File: config.mk
export PLATFORM = sky130hd
export DESIGN_NAME = adc_trigger_irq_sleep_ctrl
export DESIGN_NICKNAME = d
export VERILOG_FILES = /design/src/adc_ctrl_pkg.sv /design/src/sync_2ff.sv /design/src/adc_trigger_irq_sleep_ctrl.sv
export VERILOG_INCLUDE_DIRS = /design/src
export SDC_FILE = /design/constraint.sdc
export NUM_CORES = 1
export LEC_CHECK = 0
export ABC_AREA = 1
export BUFFER_PORTS_ARGS = -buffer_cell sky130_fd_sc_hd__buf_2
export CORE_MARGIN = 4
export CORE_UTILIZATION = 50
export DETAILED_ROUTE_END_ITERATION = 7
export GPL_TIMING_DRIVEN = 0
export PLACE_DENSITY = 0.8
export RECOVER_POWER = 100
export SLEW_MARGIN = 20
export SYNTH_ARGS = -nofsm -noshare
export SYNTH_HDL_FRONTEND = slang
export SYNTH_SLANG_ARGS = --single-unit
File: constraint.sdc
create_clock -name clk_sys -period 4.1 [get_ports clk_sys]
set_input_delay 0.205 -clock clk_sys [delete_from_list [all_inputs] [get_ports clk_sys]]
set_output_delay 0.205 -clock clk_sys [all_outputs]
set_load 0.1 [all_outputs]
File: src/adc_ctrl_params.svh
`ifndef ADC_CTRL_PARAMS_SVH
`define ADC_CTRL_PARAMS_SVH

// ---------------------------------------------------------------
// Register offsets (byte addresses)
// ---------------------------------------------------------------
`define OFS_CONTROL_A 5'h00
`define OFS_CONTROL_B 5'h01
`define OFS_CONTROL_C 5'h02
`define OFS_CONTROL_D 5'h03
`define OFS_CONTROL_E 5'h04
`define OFS_SAMPLE_LENGTH_CTRL 5'h05
`define OFS_POSITIVE_INPUT_SELECT 5'h06
`define OFS_COMMAND 5'h08
`define OFS_EVENT_CONTROL 5'h09
`define OFS_INTERRUPT_ENABLE 5'h0A
`define OFS_INTERRUPT_FLAGS 5'h0B
`define OFS_DEBUG_CONTROL 5'h0C
`define OFS_BYTE_SCRATCH 5'h0D
`define OFS_RESULT_LO 5'h10
`define OFS_RESULT_HI 5'h11
`define OFS_WIN_LOW_LO 5'h12
`define OFS_WIN_LOW_HI 5'h13
`define OFS_WIN_HIGH_LO 5'h14
`define OFS_WIN_HIGH_HI 5'h15
`define OFS_CALIBRATION 5'h16
`define OFS_CONVERTER_STATUS 5'h18

// ---------------------------------------------------------------
// Writable bits of each register
// ---------------------------------------------------------------
`define WMASK_CONTROL_A 8'h87
`define WMASK_CONTROL_B 8'h07
`define WMASK_CONTROL_C 8'h77
`define WMASK_CONTROL_D 8'hFF
`define WMASK_CONTROL_E 8'h07
`define WMASK_SAMPLE_LENGTH 8'h1F
`define WMASK_INPUT_SELECT 8'h1F
`define WMASK_EVENT_CONTROL 8'h01
`define WMASK_INTERRUPT 8'h03
`define WMASK_DEBUG_CONTROL 8'h01
`define WMASK_CALIBRATION 8'h01

// ---------------------------------------------------------------
// Field positions
// ---------------------------------------------------------------
`define BIT_ENABLE 0
`define BIT_CONTINUOUS 1
`define BIT_RESOLUTION 2
`define BIT_RUN_IN_STANDBY 7
`define BIT_START_CONVERSION 0
`define BIT_START_ON_EVENT 0
`define BIT_RESULT_READY 0
`define BIT_WINDOW_COMPARE 1
`define BIT_RUN_WHEN_HALTED 0
`define FLD_DIVIDER_HI 2
`define FLD_DIVIDER_LO 0
`define FLD_INIT_DELAY_HI 7
`define FLD_INIT_DELAY_LO 5
`define FLD_WIN_MODE_HI 2
`define FLD_WIN_MODE_LO 0
`define FLD_SAMPLE_LEN_HI 4
`define FLD_SAMPLE_LEN_LO 0

// ---------------------------------------------------------------
// Reset values, vectors and timing
// ---------------------------------------------------------------
`define RESET_BYTE 8'h00
`define RESET_WORD 16'h0000
`define VECTOR_RESULT_READY 8'h00
`define VECTOR_WINDOW_COMPARE 8'h02
`define CONV_BASE_CYCLES 9'h00D
`define WIN_MODE_NONE 3'h0
`define WIN_MODE_BELOW 3'h1
`define WIN_MODE_ABOVE 3'h2
`define WIN_MODE_INSIDE 3'h3
`define WIN_MODE_OUTSIDE 3'h4

`endif

File: src/adc_ctrl_pkg.sv
package adc_ctrl_pkg;

  // Register port request
  typedef struct packed {
    logic [4:0] addr;
    logic [7:0] wdata;
    logic wr;
    logic rd;
  } reg_req_s;

  // Sleep state from the sleep controller
  typedef enum logic [1:0] {
    SLEEP_ACTIVE,
    SLEEP_IDLE,
    SLEEP_STANDBY,
    SLEEP_POWER_DOWN
  } sleep_mode_e;

  // Conversion sequencer
  typedef enum logic [1:0] {
    CONV_IDLE,
    CONV_DELAY,
    CONV_RUN
  } conv_state_e;

endpackage : adc_ctrl_pkg

File: src/sync_2ff.sv
`timescale 1ns/1ps
module sync_2ff (
  input wire logic clk_sys,
  input wire logic arst_n,
  input wire logic d,
  output logic q
);
  logic meta_q;

  always_ff @(posedge clk_sys or negedge arst_n) begin
    if (!arst_n) begin
      meta_q <= 1'b0;
      q <= 1'b0;
    end else begin
      meta_q <= d;
      q <= meta_q;
    end
  end
endmodule : sync_2ff

File: src/adc_trigger_irq_sleep_ctrl.sv
`timescale 1ns/1ps
`include "adc_ctrl_params.svh"
// Overview of operation
// - Event starts conversion only if enabled
// - Result ready uses vector 0x00
// - Window compare uses vector 0x02, mode-selected
// - Flags set regardless of enable bits
// - Each source has its own enable
// - Request while flag and enable set
// - Converter off in standby by default
// - Run-in-standby keeps converter running, initial delay on every start
// - Clock requested only while start bit set or conversion in progress
// - Event rising edge sets start bit
// - Completion sets flag, clears start bit
// - Power-down freezes, no new starts
// - Frozen conversion finishes, result invalid
// - Free-running restarts two cycles after completion
// - Initial delay codes 0..5 select cycles
module adc_trigger_irq_sleep_ctrl (
  input wire logic clk_sys,
  input wire logic arst_n,
  input wire adc_ctrl_pkg::reg_req_s reg_req,
  output logic [7:0] rd_data,
  input wire adc_ctrl_pkg::sleep_mode_e sleep_mode,
  input wire logic dbg_halt,
  input wire logic start_event,
  input wire logic [9:0] sample_value,
  output logic sample_strobe,
  output logic clk_request,
  output logic irq_result_ready,
  output logic irq_window_compare,
  output logic irq,
  output logic [7:0] irq_vector
);
  import adc_ctrl_pkg::*;

  // ---------------------------------------------------------------
  // Register storage
  // ---------------------------------------------------------------
  logic [7:0] control_a_q;
  logic [7:0] control_b_q;
  logic [7:0] control_c_q;
  logic [7:0] control_d_q;
  logic [7:0] control_e_q;
  logic [7:0] sample_length_ctrl_q;
  logic [7:0] positive_input_select_q;
  logic [7:0] event_control_q;
  logic [7:0] interrupt_enable_q;
  logic [7:0] debug_control_q;
  logic [7:0] byte_scratch_q;
  logic [7:0] calibration_q;
  logic [15:0] window_low_threshold_q;
  logic [15:0] window_high_threshold_q;
  logic [15:0] conversion_result_q;
  logic [1:0] interrupt_flag_bits_q;
  logic [1:0] interrupt_flag_bits_d;
  logic start_conversion_bit_q;
  logic result_invalid_q;

  conv_state_e state_q;
  logic [8:0] count_q;
  logic [7:0] divider_q;
  logic init_pending_q;
  logic frozen_seen_q;
  logic restart_q;
  logic event_prev_q;

  logic event_sync;
  logic event_rise;
  logic wr_en;
  logic frozen;
  logic enabled;
  logic adc_tick;
  logic conv_done;
  logic start_now;
  logic window_hit;
  logic [7:0] divider_mask;
  logic [8:0] init_cycles;
  logic [8:0] conv_cycles;
  logic [15:0] result_d;
  logic [7:0] rd_mux;

  assign wr_en = reg_req.wr;

  // ---------------------------------------------------------------
  // Event input
  // ---------------------------------------------------------------
  sync_2ff u_event_sync (
    .clk_sys(clk_sys),
    .arst_n(arst_n),
    .d(start_event),
    .q(event_sync)
  );

  always_ff @(posedge clk_sys or negedge arst_n) begin
    if (!arst_n) begin
      event_prev_q <= 1'b0;
    end else begin
      event_prev_q <= event_sync;
    end
  end

  assign event_rise = event_sync & ~event_prev_q;

  // ---------------------------------------------------------------
  // Sleep and enable qualification
  // ---------------------------------------------------------------
  assign frozen = (sleep_mode == SLEEP_POWER_DOWN) ||
                  (dbg_halt && !debug_control_q[`BIT_RUN_WHEN_HALTED]);
  assign enabled = control_a_q[`BIT_ENABLE] &&
                   !((sleep_mode == SLEEP_STANDBY) &&
                     !control_a_q[`BIT_RUN_IN_STANDBY]);

  // ---------------------------------------------------------------
  // Converter clock prescaler
  // ---------------------------------------------------------------
  assign divider_mask = 8'((9'h002 << control_c_q[`FLD_DIVIDER_HI:
                                                 `FLD_DIVIDER_LO]) - 9'h001);

  always_ff @(posedge clk_sys or negedge arst_n) begin
    if (!arst_n) begin
      divider_q <= 8'h00;
    end else if (!enabled || frozen) begin
      divider_q <= enabled ? divider_q : 8'h00;
    end else if (adc_tick) begin
      divider_q <= 8'h00;
    end else begin
      divider_q <= divider_q + 8'h01;
    end
  end

  assign adc_tick = enabled && !frozen &&
                    ((divider_q & divider_mask) == divider_mask);

  // ---------------------------------------------------------------
  // Delay and conversion lengths
  // ---------------------------------------------------------------
  always_comb begin
    case (control_d_q[`FLD_INIT_DELAY_HI:`FLD_INIT_DELAY_LO])
      3'h0: init_cycles = 9'h000;
      3'h1: init_cycles = 9'h010;
      3'h2: init_cycles = 9'h020;
      3'h3: init_cycles = 9'h040;
      3'h4: init_cycles = 9'h080;
      3'h5: init_cycles = 9'h100;
      default: init_cycles = 9'h000;
    endcase
  end

  assign conv_cycles = `CONV_BASE_CYCLES +
    {4'h0, sample_length_ctrl_q[`FLD_SAMPLE_LEN_HI:`FLD_SAMPLE_LEN_LO]};

  // ---------------------------------------------------------------
  // Conversion sequencer
  // ---------------------------------------------------------------
  assign start_now = (state_q == CONV_IDLE) && enabled && !frozen &&
                     start_conversion_bit_q;
  assign conv_done = (state_q == CONV_RUN) && adc_tick &&
                     (count_q == 9'h001);

  always_ff @(posedge clk_sys or negedge arst_n) begin
    if (!arst_n) begin
      state_q <= CONV_IDLE;
      count_q <= 9'h000;
    end else if (!enabled) begin
      state_q <= CONV_IDLE;
      count_q <= 9'h000;
    end else begin
      case (state_q)
        CONV_IDLE: begin
          if (start_now && init_pending_q && (init_cycles != 9'h000)) begin
            state_q <= CONV_DELAY;
            count_q <= init_cycles;
          end else if (start_now) begin
            state_q <= CONV_RUN;
            count_q <= conv_cycles;
          end
        end
        CONV_DELAY: begin
          if (adc_tick && (count_q == 9'h001)) begin
            state_q <= CONV_RUN;
            count_q <= conv_cycles;
          end else if (adc_tick) begin
            count_q <= count_q - 9'h001;
          end
        end
        CONV_RUN: begin
          if (conv_done) begin
            state_q <= CONV_IDLE;
            count_q <= 9'h000;
          end else if (adc_tick) begin
            count_q <= count_q - 9'h001;
          end
        end
        default: begin
          state_q <= CONV_IDLE;
          count_q <= 9'h000;
        end
      endcase
    end
  end

  // Initial delay is owed after enable, standby or power-down
  always_ff @(posedge clk_sys or negedge arst_n) begin
    if (!arst_n) begin
      init_pending_q <= 1'b1;
    end else if (!control_a_q[`BIT_ENABLE] ||
                 (sleep_mode == SLEEP_STANDBY) ||
                 (sleep_mode == SLEEP_POWER_DOWN)) begin
      init_pending_q <= 1'b1;
    end else if (state_q == CONV_RUN) begin
      init_pending_q <= 1'b0;
    end
  end

  // Start of sampling to the analog front end
  always_ff @(posedge clk_sys or negedge arst_n) begin
    if (!arst_n) begin
      sample_strobe <= 1'b0;
    end else begin
      sample_strobe <= enabled && !frozen &&
                       ((start_now && !(init_pending_q &&
                         (init_cycles != 9'h000))) ||
                        ((state_q == CONV_DELAY) && adc_tick &&
                         (count_q == 9'h001)));
    end
  end

  // ---------------------------------------------------------------
  // Start bit and free-running restart
  // ---------------------------------------------------------------
  always_ff @(posedge clk_sys or negedge arst_n) begin
    if (!arst_n) begin
      restart_q <= 1'b0;
    end else begin
      restart_q <= conv_done && control_a_q[`BIT_CONTINUOUS];
    end
  end

  always_ff @(posedge clk_sys or negedge arst_n) begin
    if (!arst_n) begin
      start_conversion_bit_q <= 1'b0;
    end else if (!enabled) begin
      start_conversion_bit_q <= 1'b0;
    end else if (conv_done) begin
      start_conversion_bit_q <= 1'b0;
    end else if (restart_q) begin
      start_conversion_bit_q <= 1'b1;
    end else if (wr_en && (reg_req.addr == `OFS_COMMAND) &&
                 reg_req.wdata[`BIT_START_CONVERSION]) begin
      start_conversion_bit_q <= 1'b1;
    end else if (event_rise && (state_q == CONV_IDLE) &&
                 event_control_q[`BIT_START_ON_EVENT]) begin
      start_conversion_bit_q <= 1'b1;
    end
  end

  // ---------------------------------------------------------------
  // Result, freeze tracking and window compare
  // ---------------------------------------------------------------
  assign result_d = control_a_q[`BIT_RESOLUTION] ?
                    {8'h00, sample_value[9:2]} : {6'h00, sample_value};

  always_comb begin
    case (control_e_q[`FLD_WIN_MODE_HI:`FLD_WIN_MODE_LO])
      `WIN_MODE_BELOW: window_hit = result_d < window_low_threshold_q;
      `WIN_MODE_ABOVE: window_hit = result_d > window_high_threshold_q;
      `WIN_MODE_INSIDE: window_hit = (result_d > window_low_threshold_q) &&
                                     (result_d < window_high_threshold_q);
      `WIN_MODE_OUTSIDE: window_hit = (result_d < window_low_threshold_q) ||
                                      (result_d > window_high_threshold_q);
      default: window_hit = 1'b0;
    endcase
  end

  always_ff @(posedge clk_sys or negedge arst_n) begin
    if (!arst_n) begin
      conversion_result_q <= `RESET_WORD;
    end else if (conv_done) begin
      conversion_result_q <= result_d;
    end
  end

  always_ff @(posedge clk_sys or negedge arst_n) begin
    if (!arst_n) begin
      frozen_seen_q <= 1'b0;
      result_invalid_q <= 1'b0;
    end else if (conv_done) begin
      frozen_seen_q <= 1'b0;
      result_invalid_q <= frozen_seen_q;
    end else if (state_q == CONV_IDLE) begin
      frozen_seen_q <= 1'b0;
    end else if (frozen) begin
      frozen_seen_q <= 1'b1;
    end
  end

  // ---------------------------------------------------------------
  // Interrupt flags and requests
  // ---------------------------------------------------------------
  always_comb begin
    interrupt_flag_bits_d = interrupt_flag_bits_q;
    if (wr_en && (reg_req.addr == `OFS_INTERRUPT_FLAGS)) begin
      interrupt_flag_bits_d = interrupt_flag_bits_q &
                              ~reg_req.wdata[1:0];
    end
    if (conv_done) begin
      interrupt_flag_bits_d[`BIT_RESULT_READY] = 1'b1;
    end
    if (conv_done && window_hit) begin
      interrupt_flag_bits_d[`BIT_WINDOW_COMPARE] = 1'b1;
    end
  end

  always_ff @(posedge clk_sys or negedge arst_n) begin
    if (!arst_n) begin
      interrupt_flag_bits_q <= 2'h0;
    end else begin
      interrupt_flag_bits_q <= interrupt_flag_bits_d;
    end
  end

  always_ff @(posedge clk_sys or negedge arst_n) begin
    if (!arst_n) begin
      irq_result_ready <= 1'b0;
      irq_window_compare <= 1'b0;
      irq <= 1'b0;
      irq_vector <= `VECTOR_RESULT_READY;
    end else begin
      irq_result_ready <= interrupt_flag_bits_d[`BIT_RESULT_READY] &&
                          interrupt_enable_q[`BIT_RESULT_READY];
      irq_window_compare <= interrupt_flag_bits_d[`BIT_WINDOW_COMPARE] &&
                            interrupt_enable_q[`BIT_WINDOW_COMPARE];
      irq <= |(interrupt_flag_bits_d & interrupt_enable_q[1:0]);
      if (interrupt_flag_bits_d[`BIT_RESULT_READY] &&
          interrupt_enable_q[`BIT_RESULT_READY]) begin
        irq_vector <= `VECTOR_RESULT_READY;
      end else if (interrupt_flag_bits_d[`BIT_WINDOW_COMPARE] &&
                   interrupt_enable_q[`BIT_WINDOW_COMPARE]) begin
        irq_vector <= `VECTOR_WINDOW_COMPARE;
      end
    end
  end

  // ---------------------------------------------------------------
  // Peripheral clock request
  // ---------------------------------------------------------------
  always_ff @(posedge clk_sys or negedge arst_n) begin
    if (!arst_n) begin
      clk_request <= 1'b0;
    end else begin
      clk_request <= enabled && !conv_done &&
                     ((state_q != CONV_IDLE) || start_conversion_bit_q);
    end
  end

  // ---------------------------------------------------------------
  // Register writes
  // ---------------------------------------------------------------
  always_ff @(posedge clk_sys or negedge arst_n) begin
    if (!arst_n) begin
      control_a_q <= `RESET_BYTE;
      control_b_q <= `RESET_BYTE;
      control_c_q <= `RESET_BYTE;
      control_d_q <= `RESET_BYTE;
      control_e_q <= `RESET_BYTE;
      sample_length_ctrl_q <= `RESET_BYTE;
      positive_input_select_q <= `RESET_BYTE;
      event_control_q <= `RESET_BYTE;
      interrupt_enable_q <= `RESET_BYTE;
      debug_control_q <= `RESET_BYTE;
      byte_scratch_q <= `RESET_BYTE;
      calibration_q <= `RESET_BYTE;
      window_low_threshold_q <= `RESET_WORD;
      window_high_threshold_q <= `RESET_WORD;
    end else if (wr_en) begin
      case (reg_req.addr)
        `OFS_CONTROL_A: control_a_q <= reg_req.wdata & `WMASK_CONTROL_A;
        `OFS_CONTROL_B: control_b_q <= reg_req.wdata & `WMASK_CONTROL_B;
        `OFS_CONTROL_C: control_c_q <= reg_req.wdata & `WMASK_CONTROL_C;
        `OFS_CONTROL_D: control_d_q <= reg_req.wdata & `WMASK_CONTROL_D;
        `OFS_CONTROL_E: control_e_q <= reg_req.wdata & `WMASK_CONTROL_E;
        `OFS_SAMPLE_LENGTH_CTRL:
          sample_length_ctrl_q <= reg_req.wdata & `WMASK_SAMPLE_LENGTH;
        `OFS_POSITIVE_INPUT_SELECT:
          positive_input_select_q <= reg_req.wdata & `WMASK_INPUT_SELECT;
        `OFS_EVENT_CONTROL:
          event_control_q <= reg_req.wdata & `WMASK_EVENT_CONTROL;
        `OFS_INTERRUPT_ENABLE:
          interrupt_enable_q <= reg_req.wdata & `WMASK_INTERRUPT;
        `OFS_DEBUG_CONTROL:
          debug_control_q <= reg_req.wdata & `WMASK_DEBUG_CONTROL;
        `OFS_BYTE_SCRATCH: byte_scratch_q <= reg_req.wdata;
        `OFS_CALIBRATION:
          calibration_q <= reg_req.wdata & `WMASK_CALIBRATION;
        `OFS_WIN_LOW_LO: window_low_threshold_q[7:0] <= reg_req.wdata;
        `OFS_WIN_LOW_HI: window_low_threshold_q[15:8] <= reg_req.wdata;
        `OFS_WIN_HIGH_LO: window_high_threshold_q[7:0] <= reg_req.wdata;
        `OFS_WIN_HIGH_HI: window_high_threshold_q[15:8] <= reg_req.wdata;
        default: ;
      endcase
    end
  end

  // ---------------------------------------------------------------
  // Register reads
  // ---------------------------------------------------------------
  always_comb begin
    case (reg_req.addr)
      `OFS_CONTROL_A: rd_mux = control_a_q;
      `OFS_CONTROL_B: rd_mux = control_b_q;
      `OFS_CONTROL_C: rd_mux = control_c_q;
      `OFS_CONTROL_D: rd_mux = control_d_q;
      `OFS_CONTROL_E: rd_mux = control_e_q;
      `OFS_SAMPLE_LENGTH_CTRL: rd_mux = sample_length_ctrl_q;
      `OFS_POSITIVE_INPUT_SELECT: rd_mux = positive_input_select_q;
      `OFS_COMMAND: rd_mux = {7'h00, start_conversion_bit_q};
      `OFS_EVENT_CONTROL: rd_mux = event_control_q;
      `OFS_INTERRUPT_ENABLE: rd_mux = interrupt_enable_q;
      `OFS_INTERRUPT_FLAGS: rd_mux = {6'h00, interrupt_flag_bits_q};
      `OFS_DEBUG_CONTROL: rd_mux = debug_control_q;
      `OFS_BYTE_SCRATCH: rd_mux = byte_scratch_q;
      `OFS_RESULT_LO: rd_mux = conversion_result_q[7:0];
      `OFS_RESULT_HI: rd_mux = conversion_result_q[15:8];
      `OFS_WIN_LOW_LO: rd_mux = window_low_threshold_q[7:0];
      `OFS_WIN_LOW_HI: rd_mux = window_low_threshold_q[15:8];
      `OFS_WIN_HIGH_LO: rd_mux = window_high_threshold_q[7:0];
      `OFS_WIN_HIGH_HI: rd_mux = window_high_threshold_q[15:8];
      `OFS_CALIBRATION: rd_mux = calibration_q;
      `OFS_CONVERTER_STATUS: rd_mux = {4'h0, clk_request, init_pending_q,
                                       (state_q != CONV_IDLE),
                                       result_invalid_q};
      default: rd_mux = 8'h00;
    endcase
  end

  always_ff @(posedge clk_sys or negedge arst_n) begin
    if (!arst_n) begin
      rd_data <= 8'h00;
    end else if (reg_req.rd) begin
      rd_data <= rd_mux;
    end else begin
      rd_data <= 8'h00;
    end
  end

endmodule : adc_trigger_irq_sleep_ctrl

==> results by group <==
Run status
  • Status: complete, but fails checks
  • Failing checks: capacitance limit, slew limit

Layout
  • Layout fillers: between 1000 and 1500
  • Area delta synth->final: 13.9%
  • Leading cell type in the layout, fill and taps excluded: nand2_1
  • Share of layout cells above drive strength 1: approximately 7.7%
  • Number of diodes: 0
  • Finished Core Util: between 50 and 60%
  • Commonest cells after routing, fill and taps aside: nand2_1, dfrtp_1, o21ai_0
  • Final #Nets: just over 1000
  • Finished Layout Cells: 1171

GRT
  • Initial antenna violation count: 0
  • Gr busiest metal: met2
  • Vias in the first global route: 6144
  • GRT met3 Usage: under 10%
  • GRT Util Overall: about a quarter
  • Gr ovfl total: 0
  • First-pass GRT wire length: ~32000 um
  • M1 GR Usage: 35.0%
  • Largest net degree at the start of global routing: around 100
  • GR Util met2: just under 40%

Setup path
  • Reg2reg start: control_a_q[7]
  • Register-to-Register Path Depth: 10
  • Crit start category: flop
  • CP Data Arrival Time: between 3 and 4 ns
  • Crit-path slowest cell: clkbuf_1
  • Critical path endpoint category: flop
  • Worst EP required: roughly 4.5 ns
  • Crit path max-delay family: simple AND/OR/NAND/NOR gates
  • R2r endpoint: conversion_result_q[3]
  • Critical Path, Cell by Cell: inv_1, nand3b_1, nand2_1, nor2_1, nand3_1, clkbuf_1, nor3_1, clkbuf_1, nand2_1, nand2_1
  • Critical Path Stages: 10
  • Buf/Inv on CP: 3
  • Flop2flop setup slack: 1.31 ns
  • Critical Path Max Stage Delay: ~0.52 ns
  • CP endpoint: conversion_result_q[3]
  • Cell repeated most along the worst path: nand2_1
  • Crit-path max FO: 10
  • Worst Setup SP: control_a_q[7]
  • CP Class: reg2reg

Logic synthesis
  • Seq/Total Area, Yosys: ~46%
  • Top_reg_cell synth: dfrtp_1
  • Mux cell area share after synthesis: 0%
  • Syn. warnings: 0
  • Seq cells post-synth: ~130
  • Synth Area in Adders: 4.21%
  • Post-Synthesis Cell Area: 7120 um^2
  • Post-synth EDFFs: 0
  • Share of the synthesized area in the top cell type: between 40% and 50%
  • Yosys cell types: 47
  • Largest family of logic cells by synthesized area: simple AND/OR/NAND/NOR gates
  • Top cells by area, synth: dfrtp_1, nand2_1, o21ai_0
  • Synth area leader: dfrtp_1
  • Synth Area in XOR/XNOR: approximately 2.0%
  • Compound-Gate Fraction of Synth Area: between 10% and 20%
  • Asr flop ratio synth: between 90% and 100%
  • Synth Area in Simple Gates: between 20 and 25%
  • Cell count after synthesis: between 900 and 1000
  • Syn_area_per_cell: ~7.8 um^2

Die
  • IO Count: 52
  • Die area: between 15000 and 20000 um^2
  • Row count: 43
  • Core Area: 13900 um^2
  • Die W: around 130 um
  • Starting density of the core: 51.1%
  • Chip Height: about 130 um

Clocking
  • Post-cts sizing count: 0
  • CTS Root Cell: clkbuf_16
  • Clock latency on the worst-skew pair: 0.43 ns
  • CTS max path bufs: 2
  • Htree depth: 4
  • Clk sinks: approximately 130
  • Clock transition at path regs: approximately 0.06 ns
  • CTS Buf Count: 17
  • CTS tree: yes

Placed design
  • Dpl hpwl: about 14000 um
  • Buffers added on ports: 42
  • Dpl cells: roughly 1100
  • GP Congestion: 0.937

Power and ir drop
  • Peak supply drop: roughly 0.34 mV
  • Cell area power density: approximately 500 nW/um^2
  • P_leak: roughly 4.1 nW

Detailed routing
  • Wire per inst: 16.7 um
  • ANT nets after route: 0
  • # DRC: 0
  • Iter 0 DRT Violations: roughly 650
  • Final WL: roughly 20000 um
  • DR pass1 iterations: 5
  • Vias per cell: between 5 and 6
  • DR vias: about 6500

Timing
  • Setup violations, final: 0
  • Max Freq: around 360 MHz
  • Final hold viol count: 0
  • Period utilization: 68.0%
  • Tightest Pin Transition: 2.07 ns
  • RSZ-0062 raised after global routing: no
  • Post-route minimum period: between 2 and 3 ns
  • Rel. slew slack: -38.2%
  • Setup_tns: 0 ns
  • Layout Skew: around 0.0059 ns
  • Number of max-slew violations in the final report: 35

Flow run
  • Max Cap Viol: 1

Min path
  • Hold Path Class: in2reg
==> what timing repair did <==
item / 4_1_cts / 5_1_grt
endpoints found under the hold margin: 36 / 0
buffers inserted: 0 / 0
hold buffers: 3 / 0
setup endpoints to repair: 0 / 0
==> per-stage QoR <==
step	cell area (um^2)	setup slack (ns)	hold WS (ns)	power, mW
2_1_floorplan	7150	2.06	-0.0906	2.23
3_3_place_gp	7580	0.973	0.314	2.45
3_5_place_dp	7620	1.68	0.0952	2.48
4_1_cts	8260	1.63	0.0500	4.04
5_1_grt	8110	1.08	0.0552	4.22
6_report	8110	1.31	0.0692	4.02
==> synth_stat cells, types with 2 or more instances <==
cell type / n
inv_1: 104
a31oi_1: 3
o211ai_1: 4
o21ai_0: 103
nand3_2: 3
xnor2_1: 3
nor4_1: 2
a22oi_1: 5
a211oi_1: 2
inv_2: 14
clkbuf_1: 9
nor3_1: 13
buf_4: 8
a221oi_1: 6
nand2_1: 282
o2111ai_1: 7
buf_2: 5
nor2_2: 4
ha_1: 24
nand3b_1: 3
xor2_1: 13
o21ai_1: 19
nand4_1: 13
nor2_4: 3
o22ai_1: 12
dfrtp_1: 131
nor2_1: 45
nand2_2: 8
nand3_1: 27
a21oi_1: 14
clkinv_1: 3
==> state kept, by name, indices dropped and copies added, names as in the netlist, 2 cells and up <==
name	cells
window_high_threshold_q	16
window_low_threshold_q	16
conversion_result_q	10
count_q	9
byte_scratch_q	8
control_d_q	8
divider_q	8
rd_data	8
control_c_q	6
positive_input_select_q	5
sample_length_ctrl_q	5
control_a_q	4
control_b_q	3
control_e_q	3
interrupt_enable_q	2
interrupt_flag_bits_q	2
state_q	2
==> worst min-delay path by stage <==
| stage | from | to | slack [ns] | cells past startpoint |
|---|---|---|---|---|
| CTS | sleep_mode[1] | init_pending_q | 0.05 | 3 |
| global route | sleep_mode[1] | init_pending_q | 0.06 | 3 |
| finish | sleep_mode[1] | init_pending_q | 0.07 | 3 |
| global placement | start_event | u_event_sync.meta_q | 0.31 | 1 |
| floorplan | arst_n | byte_scratch_q[0] | -0.09 | 0 |
| detailed placement | arst_n | count_q[3] | 0.1 | 1 |
==> layer usage <==
metal / vias up / wire [um]
li1: 3102 / -
met1: 3089 / 8820
met2: 289 / 8960
met3: 31 / 1400
met4: 0 / 352
met5: - / 0
==> layout make-up <==
type	count	area (um^2)	area share, %
Sequential cell	132	3300	40.7
Multi-Input combinational cell	637	3160	39.0
Clock buffer	23	508	6.26
Inverter	121	454	5.60
Timing Repair Buffer	46	245	3.02
Tap cell	180	225	2.78
Buffer	24	116	1.43
Clock inverter	8	97.6	1.20
==> worst min-delay path, cell delays in order <==
cell	delay, ns
buf_2	0.12
nor2_1	0.06
o21ai_0	0.07
==> cell families (layout without fill, tap and decap cells) <==
family	Yosys count	after routing
buf+inv	145	222
compound gates	183	183
xor+xnor	16	16
other cells	1	7
simple gates	407	407
flops	132	132
fa+ha+maj	24	24
==> report_power, final <==
group / total (mW) / leakage [nW] / internal (mW) / switching (mW)
combinational: 0.855 / 2.04 / 0.277 / 0.578
sequential: 1.61 / 1.74 / 1.47 / 0.138
clock: 1.55 / 0.293 / 0.984 / 0.568
Note: power is estimated with default switching activity, not from simulation.
